<file path="config.mk">
export PLATFORM = sky130hd
export DESIGN_NAME = pcp_pll_ctrl
export DESIGN_NICKNAME = d
export VERILOG_FILES = /design/src/logic/pcp_pkg.sv /design/src/logic/pcp_pll_ctrl.sv
export VERILOG_INCLUDE_DIRS = /design/src /design/src/logic
export SDC_FILE = /design/constraint.sdc
export NUM_CORES = 1
export LEC_CHECK = 0
export CAP_MARGIN = 20
export CELL_PAD_IN_SITES_DETAIL_PLACEMENT = 1
export CELL_PAD_IN_SITES_GLOBAL_PLACEMENT = 2
export CORE_MARGIN = 2
export CORE_UTILIZATION = 45
export CTS_CLUSTER_DIAMETER = 50
export DETAILED_ROUTE_END_ITERATION = 6
export DONT_BUFFER_PORTS = 1
export HOLD_SLACK_MARGIN = 0.1
export PLACE_DENSITY = 0.9
export SLEW_MARGIN = 20
export SYNTH_ARGS = -nofsm -noshare
export SYNTH_HDL_FRONTEND = slang
export SYNTH_SLANG_ARGS = --single-unit
export TNS_END_PERCENT = 20
</file>
<file path="constraint.sdc">
create_clock -name ref_clk -period 12.27 [get_ports ref_clk]
set_clock_uncertainty 0.05 [all_clocks]
set_input_delay 1.227 -clock ref_clk [delete_from_list [all_inputs] [get_ports ref_clk]]
set_output_delay 1.227 -clock ref_clk [all_outputs]
set_load 0.02 [all_outputs]
</file>
<file path="src/logic/pcp_cfg.svh">
// Offsets, field positions, reset values and counts for the loop control port.
//
// Contract
// - Enable input doubles as loop enable and reset.
// - Enable low grounds outputs and drops lock.
// - Enable high restarts lock and resynchronizes loop.
// - Counter reset high holds counters, outputs, lock.
// - Counter reset released restarts lock sequence.
// - Detector enable low suppresses up/down, oscillator runs.
// - Detector disabled keeps outputs toggling; may drift.
// - Switchover input high starts manual reference change.
// - Lock output high locked, low otherwise.
// - Lock may toggle during acquisition before settling.
// - Outputs 0,1 global; output 2 also external.
// - Primary/secondary references, selected one feeds pre-scaler.
// - Pre-scale divider supports values 1 to 4.
// - Multiplier and post-scale dividers support 1 to 32.
// - Output frequency equals input times m/(n*c).
`ifndef PCP_CFG_SVH
`define PCP_CFG_SVH

// ----------------------------------------------------------------
// Register offsets
// ----------------------------------------------------------------
`define PCP_ADDR_DIV      12'h000
`define PCP_ADDR_STATUS   12'h004
`define PCP_ADDR_INT_STAT 12'h008
`define PCP_ADDR_INT_MASK 12'h00C

// ----------------------------------------------------------------
// Divider register fields, each holding the setting minus one
// ----------------------------------------------------------------
`define PCP_DIV_N_LSB     0
`define PCP_DIV_M_LSB     2
`define PCP_DIV_C_LSB     7
`define PCP_DIV_C_STRIDE  5
`define PCP_DIV_RESET     32'h00000000

// ----------------------------------------------------------------
// Interrupt bits
// ----------------------------------------------------------------
`define PCP_INT_LOCK_GAIN 0
`define PCP_INT_LOCK_LOSS 1
`define PCP_INT_SWITCH    2

// ----------------------------------------------------------------
// Oscillator and lock detector
// ----------------------------------------------------------------
`define PCP_STEP_RESET    16'h1000
`define PCP_STEP_GAIN     16'h0010
`define PCP_STEP_MIN      16'h0020
`define PCP_STEP_MAX      16'hFFE0
`define PCP_LOCK_EDGES    4'h4

`endif

</file>
<file path="src/logic/pcp_pkg.sv">
// Types shared by the loop control port logic.
package pcp_pkg;

	typedef enum logic [1:0] {
		PCP_OFF,
		PCP_ACQUIRE,
		PCP_LOCKED
	} pcp_state_e;

endpackage

</file>
<file path="src/logic/pcp_pll_ctrl.sv">
// Digital model of the loop control port: dividers, oscillator, detector, lock and APB registers.
`include "pcp_cfg.svh"

module pcp_pll_ctrl (
	input  wire logic        ref_clk,          // System clock, 10 MHz.
	input  wire logic        reset_n,          // Asynchronous reset, active low.
	input  wire logic        ref_clk_pri,      // Primary reference clock pin.
	input  wire logic        ref_clk_sec,      // Secondary reference clock pin.
	input  wire logic        pll_enable,       // Loop enable and reset, active high.
	input  wire logic        counter_reset,    // Counter reset, active high.
	input  wire logic        detector_enable,  // Phase detector enable, active high.
	input  wire logic        switchover,       // Manual reference switchover request.
	output logic             post_scale_out_0, // Global clock output 0.
	output logic             post_scale_out_1, // Global clock output 1.
	output logic             post_scale_out_2, // Global clock output 2.
	output logic             ext_clk_out,      // External clock pin, copy of output 2.
	output logic             locked,           // Lock status.
	output logic             active_ref,       // 0 primary, 1 secondary reference.
	output logic             irq,              // Level interrupt.
	input  wire logic        psel,             // APB select.
	input  wire logic        penable,          // APB enable.
	input  wire logic        pwrite,           // APB direction.
	input  wire logic [11:0] paddr,            // APB byte address.
	input  wire logic [31:0] pwdata,           // APB write data.
	output logic      [31:0] prdata,           // APB read data.
	output logic             pready,           // APB ready.
	output logic             pslverr           // APB error on unmapped address.
);

	// ----------------------------------------------------------------
	// Decoding helpers
	// ----------------------------------------------------------------
	function automatic logic addr_mapped(input logic [11:0] a);
		addr_mapped = (a == `PCP_ADDR_DIV) || (a == `PCP_ADDR_STATUS) ||
			(a == `PCP_ADDR_INT_STAT) || (a == `PCP_ADDR_INT_MASK);
	endfunction

	function automatic logic [4:0] post_scale_sel(input logic [31:0] d, input int idx);
		post_scale_sel = d[`PCP_DIV_C_LSB + `PCP_DIV_C_STRIDE * idx +: 5];
	endfunction

	// ----------------------------------------------------------------
	// Pin synchronisers
	// ----------------------------------------------------------------
	// Every control and reference pin is asynchronous, so each passes two flops first.
	logic [5:0] sync1_reg;
	logic [5:0] sync2_reg;

	always_ff @(posedge ref_clk or negedge reset_n) begin
		if (!reset_n) begin
			sync1_reg <= 6'h00;
			sync2_reg <= 6'h00;
		end else begin
			sync1_reg <= {switchover, detector_enable, counter_reset, pll_enable, ref_clk_sec, ref_clk_pri};
			sync2_reg <= sync1_reg;
		end
	end

	logic run;
	logic pfd_en;
	logic sw_s;
	assign run    = sync2_reg[2] & ~sync2_reg[3];
	assign pfd_en = sync2_reg[4];
	assign sw_s   = sync2_reg[5];

	// ----------------------------------------------------------------
	// Registers written by software
	// ----------------------------------------------------------------
	logic        wr_en;
	logic        div_wr;
	logic [31:0] div_reg;
	logic [2:0]  int_stat_reg;
	logic [2:0]  int_mask_reg;
	logic [2:0]  int_event;

	assign wr_en  = psel & penable & pwrite;
	assign div_wr = wr_en & (paddr == `PCP_ADDR_DIV);

	always_ff @(posedge ref_clk or negedge reset_n) begin
		if (!reset_n) begin
			div_reg <= `PCP_DIV_RESET;
		end else if (div_wr) begin
			div_reg <= {10'h000, pwdata[21:0]};
		end
	end

	always_ff @(posedge ref_clk or negedge reset_n) begin
		if (!reset_n) begin
			int_mask_reg <= 3'h0;
		end else if (wr_en && paddr == `PCP_ADDR_INT_MASK) begin
			int_mask_reg <= pwdata[2:0];
		end
	end

	// A new event wins over a clear in the same cycle.
	always_ff @(posedge ref_clk or negedge reset_n) begin
		if (!reset_n) begin
			int_stat_reg <= 3'h0;
		end else if (wr_en && paddr == `PCP_ADDR_INT_STAT) begin
			int_stat_reg <= (int_stat_reg & ~pwdata[2:0]) | int_event;
		end else begin
			int_stat_reg <= int_stat_reg | int_event;
		end
	end

	assign irq = |(int_stat_reg & int_mask_reg);

	// ----------------------------------------------------------------
	// Reference selection and pre-scale divider
	// ----------------------------------------------------------------
	logic       sw_prev_reg;
	logic       ref_sel_reg;
	logic       ref_prev_reg;
	logic [1:0] pre_cnt_reg;
	logic       sw_req;
	logic       ref_cur;
	logic       ref_rise;
	logic       ref_tick;

	assign sw_req   = sw_s & ~sw_prev_reg;
	assign ref_cur  = ref_sel_reg ? sync2_reg[1] : sync2_reg[0];
	assign ref_rise = ref_cur & ~ref_prev_reg;
	assign ref_tick = run & ref_rise & (pre_cnt_reg == div_reg[`PCP_DIV_N_LSB +: 2]);

	always_ff @(posedge ref_clk or negedge reset_n) begin
		if (!reset_n) begin
			sw_prev_reg <= 1'b0;
			ref_sel_reg <= 1'b0;
		end else begin
			sw_prev_reg <= sw_s;
			if (sw_req) begin
				ref_sel_reg <= ~ref_sel_reg;
			end
		end
	end

	always_ff @(posedge ref_clk or negedge reset_n) begin
		if (!reset_n) begin
			ref_prev_reg <= 1'b0;
			pre_cnt_reg  <= 2'h0;
		end else begin
			ref_prev_reg <= ref_cur;
			if (!run) begin
				pre_cnt_reg <= 2'h0;
			end else if (ref_tick) begin
				pre_cnt_reg <= 2'h0;
			end else if (ref_rise) begin
				pre_cnt_reg <= pre_cnt_reg + 2'h1;
			end
		end
	end

	assign active_ref = ref_sel_reg;

	// ----------------------------------------------------------------
	// Oscillator and feedback counter
	// ----------------------------------------------------------------
	logic [15:0] acc_reg;
	logic [15:0] step_reg;
	logic [6:0]  fb_cnt_reg;
	logic [16:0] acc_sum;
	logic        vco_tick;
	logic [6:0]  fb_target;
	logic        pfd_up;
	logic        pfd_dn;
	logic        fb_close;
	pcp_pkg::pcp_state_e state_reg;
	pcp_pkg::pcp_state_e state_next;

	// Each oscillator tick is a half period, so one feedback period is 2*m ticks.
	assign acc_sum   = {1'b0, acc_reg} + {1'b0, step_reg};
	assign vco_tick  = run & (state_reg != pcp_pkg::PCP_OFF) & acc_sum[16];
	assign fb_target = {1'b0, div_reg[`PCP_DIV_M_LSB +: 5], 1'b0} + 7'h02;
	assign pfd_up    = ref_tick & pfd_en & (fb_cnt_reg < fb_target);
	assign pfd_dn    = ref_tick & pfd_en & (fb_cnt_reg > fb_target);
	assign fb_close  = (fb_cnt_reg + 7'h01 >= fb_target) && (fb_cnt_reg <= fb_target + 7'h01);

	always_ff @(posedge ref_clk or negedge reset_n) begin
		if (!reset_n) begin
			acc_reg <= 16'h0000;
		end else if (!run || state_reg == pcp_pkg::PCP_OFF) begin
			acc_reg <= 16'h0000;
		end else begin
			acc_reg <= acc_sum[15:0];
		end
	end

	always_ff @(posedge ref_clk or negedge reset_n) begin
		if (!reset_n) begin
			step_reg <= `PCP_STEP_RESET;
		end else if (!run) begin
			step_reg <= `PCP_STEP_RESET;
		end else if (pfd_up && step_reg < `PCP_STEP_MAX) begin
			step_reg <= step_reg + `PCP_STEP_GAIN;
		end else if (pfd_dn && step_reg > `PCP_STEP_MIN) begin
			step_reg <= step_reg - `PCP_STEP_GAIN;
		end
	end

	always_ff @(posedge ref_clk or negedge reset_n) begin
		if (!reset_n) begin
			fb_cnt_reg <= 7'h00;
		end else if (!run || ref_tick) begin
			fb_cnt_reg <= {6'h00, vco_tick};
		end else if (vco_tick && fb_cnt_reg != 7'h7F) begin
			fb_cnt_reg <= fb_cnt_reg + 7'h01;
		end
	end

	// ----------------------------------------------------------------
	// Lock sequence
	// ----------------------------------------------------------------
	logic [3:0] lock_cnt_reg;

	always_comb begin
		state_next = state_reg;
		case (state_reg)
			pcp_pkg::PCP_OFF: begin
				state_next = pcp_pkg::PCP_ACQUIRE;
			end
			pcp_pkg::PCP_ACQUIRE: begin
				if (ref_tick && fb_close && lock_cnt_reg == `PCP_LOCK_EDGES - 4'h1) begin
					state_next = pcp_pkg::PCP_LOCKED;
				end
			end
			pcp_pkg::PCP_LOCKED: begin
				if (ref_tick && !fb_close) begin
					state_next = pcp_pkg::PCP_ACQUIRE;
				end
			end
			default: begin
				state_next = pcp_pkg::PCP_OFF;
			end
		endcase
		if (state_reg != pcp_pkg::PCP_OFF && (div_wr || sw_req)) begin
			state_next = pcp_pkg::PCP_ACQUIRE;
		end
		if (!run) begin
			state_next = pcp_pkg::PCP_OFF;
		end
	end

	always_ff @(posedge ref_clk or negedge reset_n) begin
		if (!reset_n) begin
			state_reg <= pcp_pkg::PCP_OFF;
		end else begin
			state_reg <= state_next;
		end
	end

	always_ff @(posedge ref_clk or negedge reset_n) begin
		if (!reset_n) begin
			lock_cnt_reg <= 4'h0;
		end else if (state_next != pcp_pkg::PCP_ACQUIRE) begin
			lock_cnt_reg <= 4'h0;
		end else if (ref_tick) begin
			lock_cnt_reg <= fb_close ? lock_cnt_reg + 4'h1 : 4'h0;
		end
	end

	always_ff @(posedge ref_clk or negedge reset_n) begin
		if (!reset_n) begin
			locked <= 1'b0;
		end else begin
			locked <= (state_next == pcp_pkg::PCP_LOCKED);
		end
	end

	// Lock gain and loss are edges of the lock state; a switch request is an event of its own.
	assign int_event[`PCP_INT_LOCK_GAIN] = (state_next == pcp_pkg::PCP_LOCKED) && (state_reg != pcp_pkg::PCP_LOCKED);
	assign int_event[`PCP_INT_LOCK_LOSS] = (state_reg == pcp_pkg::PCP_LOCKED) && (state_next != pcp_pkg::PCP_LOCKED);
	assign int_event[`PCP_INT_SWITCH]    = sw_req;

	// ----------------------------------------------------------------
	// Post-scale counters
	// ----------------------------------------------------------------
	logic [2:0] ps_out;

	genvar gi;
	generate
		for (gi = 0; gi < 3; gi++) begin : g_post
			logic [4:0] cnt_reg;
			logic       out_reg;

			always_ff @(posedge ref_clk or negedge reset_n) begin
				if (!reset_n) begin
					cnt_reg <= 5'h00;
					out_reg <= 1'b0;
				end else if (!run) begin
					cnt_reg <= 5'h00;
					out_reg <= 1'b0;
				end else if (vco_tick) begin
					if (cnt_reg == post_scale_sel(div_reg, gi)) begin
						cnt_reg <= 5'h00;
						out_reg <= ~out_reg;
					end else begin
						cnt_reg <= cnt_reg + 5'h01;
					end
				end
			end

			assign ps_out[gi] = out_reg;
		end
	endgenerate

	assign post_scale_out_0 = ps_out[0];
	assign post_scale_out_1 = ps_out[1];
	assign post_scale_out_2 = ps_out[2];

	always_ff @(posedge ref_clk or negedge reset_n) begin
		if (!reset_n) begin
			ext_clk_out <= 1'b0;
		end else if (!run) begin
			ext_clk_out <= 1'b0;
		end else if (vco_tick && g_post[2].cnt_reg == post_scale_sel(div_reg, 2)) begin
			ext_clk_out <= ~ext_clk_out;
		end
	end

	// ----------------------------------------------------------------
	// APB read side
	// ----------------------------------------------------------------
	// Zero wait states: read data is captured in the setup cycle and stands through the access cycle.
	assign pready  = 1'b1;
	assign pslverr = psel & penable & ~addr_mapped(paddr);

	always_ff @(posedge ref_clk or negedge reset_n) begin
		if (!reset_n) begin
			prdata <= 32'h00000000;
		end else if (psel && !penable) begin
			case (paddr)
				`PCP_ADDR_DIV:      prdata <= div_reg;
				`PCP_ADDR_STATUS:   prdata <= {step_reg, 13'h0000, ref_sel_reg, locked, run};
				`PCP_ADDR_INT_STAT: prdata <= {29'h00000000, int_stat_reg};
				`PCP_ADDR_INT_MASK: prdata <= {29'h00000000, int_mask_reg};
				default:            prdata <= 32'h00000000;
			endcase
		end
	end

endmodule

</file>
**Word level (Yosys, flattened, before mapping)**

Cells that the tools add are included.

- Input bits: 55
- Register bits: 142
- Word-level logic and storage cells: 162

- Equal/unequal tests: 22
- Add/sub/neg operators: 11
- Magnitude comparators: 6
- Bitwise logic cells: 28
- Reductions and logical operators: 32
- Muxes and demuxes: 40

Operators by type and width:

| cell | number |
|---|---|
| $pmux W32 S4 | 1 |
| $mux W16 | 4 |
| $mux W5 | 9 |
| $eq A12 B4 Y1 const B | 2 |
| $add A16 B16 Y17 | 1 |
| $add A16 B5 Y16 const B | 1 |
| $gt A16 B6 Y1 const B | 1 |
| $lt A16 B16 Y1 const B | 1 |
| $sub A16 B5 Y16 const B | 1 |
| $add A5 B1 Y5 const B | 3 |
| $eq A5 B5 Y1 | 3 |
| $add A7 B1 Y7 const B | 2 |
| $and A1 B1 Y1 | 14 |
| $logic_and A1 B1 Y1 | 14 |
| $mux W2 | 7 |
| $mux W7 | 2 |
| $eq A12 B3 Y1 const B | 1 |
| $logic_not A12 Y1 | 1 |
| $mux W1 | 12 |
| $mux W4 | 3 |
| $ne A2 B1 Y1 const B | 6 |
| $not A1 Y1 | 9 |
| $add A6 B2 Y7 const B | 1 |
| $ge A7 B7 Y1 | 1 |
| 23 further kinds | 39 |

**Longest topological paths before layout**

- Word-level depth: 14
- Gate-level depth with buffers: 18

**Worst setup path before layout**

Ideal clock, no wire load.

- Path kind: flip-flop to flip-flop
- Start point: register div_reg[2]
- End point: register step_reg[14]
- Path slack: 8.165 ns
- Stages on the path, launching flop included: 18
- Data required time: 12.100 ns
- Data arrival time: 3.935 ns
- Cells stage by stage: dfrtp_1 ha_1 xnor2_1 ha_1 and3_1 buf_2 o21a_1 o311ai_1 o31ai_4 nand2b_1 ha_1 nor2b_1 o21ai_0 a21oi_1 o41ai_1 mux2i_1 a31o_2 a21oi_1

- Longest elaborated chain between the ends: 6
- Elaborated cells between the ends (all ways): 10
- Classes of those cells: 1 x add/sub; 2 x order compare; 1 x eq/ne; 2 x mux; 2 x bitwise; 2 x reduce/logical

RTL lines:

| item | line | source |
|---|---|---|
| start: declaration | pcp_pll_ctrl.sv:71 | `logic [31:0] div_reg;` |
| start signal: assignment | pcp_pll_ctrl.sv:81 | `` div_reg <= `PCP_DIV_RESET; `` |
| start signal: assignment | pcp_pll_ctrl.sv:83 | `div_reg <= {10'h000, pwdata[21:0]};` |
| $add A6 B2 Y7 (*) | pcp_pll_ctrl.sv:173 | `` assign fb_target = {1'b0, div_reg[`PCP_DIV_M_LSB +: 5], 1'b0} + 7'h02; `` |
| $lt A7 B7 Y1 | pcp_pll_ctrl.sv:174 | `assign pfd_up = ref_tick & pfd_en & (fb_cnt_reg < fb_target);` |
| $and A1 B1 Y1 | pcp_pll_ctrl.sv:174 |  |
| $logic_and A1 B1 Y1 (no source line) | -- |  |
| $mux W16 | pcp_pll_ctrl.sv:193 | `` end else if (pfd_up && step_reg < `PCP_STEP_MAX) begin `` |
| $mux W16 | pcp_pll_ctrl.sv:191 | `end else if (!run) begin` |
| end signal: assignment | pcp_pll_ctrl.sv:190 | `` step_reg <= `PCP_STEP_RESET; `` |
| end signal: assignment | pcp_pll_ctrl.sv:192 | `` step_reg <= `PCP_STEP_RESET; `` |
| end signal: assignment | pcp_pll_ctrl.sv:194 | `` step_reg <= step_reg + `PCP_STEP_GAIN; `` |
| end: declaration | pcp_pll_ctrl.sv:159 | `logic [15:0] step_reg;` |

Mark *: on every way between the ends. The rest lies on a longest branch, timed or not.
A chain may end at the register's enable or synchronous reset.

**Final worst setup path**

Ends and elaborated chain as after synthesis.

==> metrics.cfg <==
[die]
core-area_um2=15300
die_w_um=129
rows=45
die_h_um=129
dieArea_um2=16700
design.portCount=96
start_util_pct=46.4

[global_route]
grt_use_total_pct=22.2
grt_max_degree=135
grt_pass1_vias=5687
antenna_found_initial=0
grt_pass1_wl_um=28800
grt_overflow=0

[power_and_ir_drop]
leakage_nw=3.71
p_per_area_nw_per_um2=134
p_total_w=0.00106
peakVddDrop_uv=91.1

[critical_path]
cp-start-kind=flip-flop
arrival_ns=5.27
crit_end=step_reg[14]$_DFFE_PN0P_
r2r_start=div_reg[2]$_DFFE_PN0P_
crit_required_ns=12.51
worstReg2RegEnd=step_reg[14]$_DFFE_PN0P_
critical_path_class=reg -> reg
reg2reg_slack_ns=7.24
rr_worst_depth=16
startpoint=div_reg[2]$_DFFE_PN0P_
crit_path_end_kind=flip-flop
cp_max_fo=12

[logic_synthesis]
synth_cell_types=71
synth.avg_cell_area_um2=10.8
synth_area_um2=7070
synth_nets=751
ys.flop_type=dfrtp_1
async_flop_share_pct=100
synth-edff-count=0
ys_seq_area_share_pct=47.4
synthCells=656
yosysWarningCount=0
synth_seq_cells=134

[timing]
max-slew-margin-rel_pct=36.1
rsz0062_at_grt=false
fin_crit_sh_pct=41.0
maxSlewViolCount=0
final-hold-violation-count=0
max_freq_mhz=199
fin_tns_setup_ns=0
setup_viol=0
worst_pin_slew_ns=0.958
layout_min_cycle_time_ns=5.03

[final_layout]
n_fill_cell=1645
num_antenna_cells=0
area_growth_pct=11.6
regArea_um2=3350
drive_above_1_share_pct=11.9
final_core_util_pct=51.7
multi_input_area_um2=3540
largest_reg_flops=32
layout.nets=749

[worst_hold_path]
hold_class=reg -> reg
hold_path_depth=0

[detailed_routing]
drc=0
drt_iter0_drc=206
wl_um=17500
viasPerCell=5.90
num_vias=5173
wl_per_cell_um=20.0
first_pass_iters=4
ant_nets=0

[place]
place_congestion=0.837
dp_hpwl_um=12000
io_buffer_count=0

[clock_tree]
cts-resized-gates=0
cts_max_level=4
root_buffer=clkbuf_16
insertion_delay_ns=0.42
cts_inserted_buffers=17
path_clk_slew_ns=0.06
cts_tree=done
clk_path_buf_depth=2
clock_sinks=134
postCtsSetupBuffers=0
holdBufCountCts=0

[run]
cap_violations=0

[outcome]
status=finished clean

[cell type report]
cell class,count,area share [%]
multi-input cells,478,44.9
flip-flops and latches,134,42.5
clock buffers,18,5.44
well taps,211,3.34
clock inverters,13,2.62
inverters,20,0.951
repair buffers,3,0.285
[routing by layer]
metal  GRT usage [%]  wire length [µm]
met1            27.0              7650
met2            38.6              8870
met3            5.28               641
met4            8.18               384
met5               0                 0
[synth_stat cells (3+ instances only)]
master / instances / area (µm²)
a21o_1: 9 / 67.6
dfrtp_1: 133 / 3330
nor2_1: 47 / 176
nor4_1: 7 / 43.8
nand4_1: 4 / 25.0
a22o_1: 28 / 245
a211oi_1: 4 / 30.0
mux2i_1: 13 / 130
xnor2_1: 24 / 210
and3_1: 13 / 81.3
a21oi_1: 24 / 120
a211o_1: 3 / 26.3
o21ai_1: 4 / 20.0
buf_2: 6 / 30.0
ha_1: 39 / 488
buf_4: 3 / 22.5
o21bai_1: 4 / 30.0
nor2b_1: 10 / 62.6
nand2_1: 41 / 154
nor3_1: 14 / 70.1
nand3_1: 24 / 120
xor2_1: 24 / 210
inv_1: 19 / 71.3
o211ai_1: 6 / 45.0
or3_1: 7 / 43.8
o31ai_1: 11 / 82.6
o21ai_0: 28 / 140
mux2_2: 25 / 282
nand2b_1: 9 / 56.3
clkbuf_1: 13 / 48.8
a31oi_1: 8 / 50.1
[cells in the final DEF (no fill, tap or decap), drive strengths merged, types with 24 or more instances in the layout]
cell type,Yosys,layout
xor2,25,25
nand3,24,24
ha,39,39
o21ai,32,32
nand2,41,41
a22o,28,28
nor2,48,48
xnor2,24,24
dfrtp,133,133
a21oi,24,24
mux2,25,25
[worst min-delay path by stage]
stage	startpoint	end
2_1_floorplan	sync1_reg[0]$_DFF_PN0_	sync2_reg[0]$_DFF_PN0_
3_3_place_gp	sync1_reg[4]$_DFF_PN0_	sync2_reg[4]$_DFF_PN0_
3_5_place_dp	sync1_reg[1]$_DFF_PN0_	sync2_reg[1]$_DFF_PN0_
4_1_cts	sync1_reg[2]$_DFF_PN0_	sync2_reg[2]$_DFF_PN0_
5_1_grt	sync1_reg[1]$_DFF_PN0_	sync2_reg[1]$_DFF_PN0_
6_report	sync1_reg[2]$_DFF_PN0_	sync2_reg[2]$_DFF_PN0_
[cell families after synthesis]
group                    after synthesis  synth area share [%]
flip-flops                           134                  47.4
multiplexers                          42                  7.15
AND/OR/NAND/NOR                      195                  14.3
buffers and inverters                 44                  2.60
adder cells (fa/ha/maj)               40                  7.18
XOR/XNOR                              49                  6.17
other                                  1                0.0530
AO/OA/AOI/OAI                        151                  15.2
[critical path, stage by stage, from the launching register on]
cell and delay (ns):
dfrtp_1 0.49, and3_1 0.24, nand3_1 0.14, ha_1 0.41, and3_1 0.32, o21a_1 0.19, o311ai_1 0.13, o31ai_4 0.43
nand2b_1 0.52, ha_1 0.38, nor2b_1 0.15, o21ai_0 0.22, a21oi_1 0.15, o41ai_1 0.59, mux2i_1 0.27, a31o_2 0.17
a21oi_1 0.06
[report_power, final]
part | switching, W | internal, W
clock network | 0.000194 | 0.000359
logic | 0.0000285 | 0.0000206
registers | 0.00000806 | 0.000448
[through the flow]
step	area, µm²	setup WS, ns	hold slack, ns	instances
floorplan	7070	8.17	0.281	656
global placement	7250	7.48	0.284	846
detailed placement	7260	7.29	0.286	846
CTS	7890	7.26	0.297	877
global route	7890	6.97	0.300	877
finish	7890	7.24	0.295	877
Note: power is estimated with default switching activity, not from simulation.
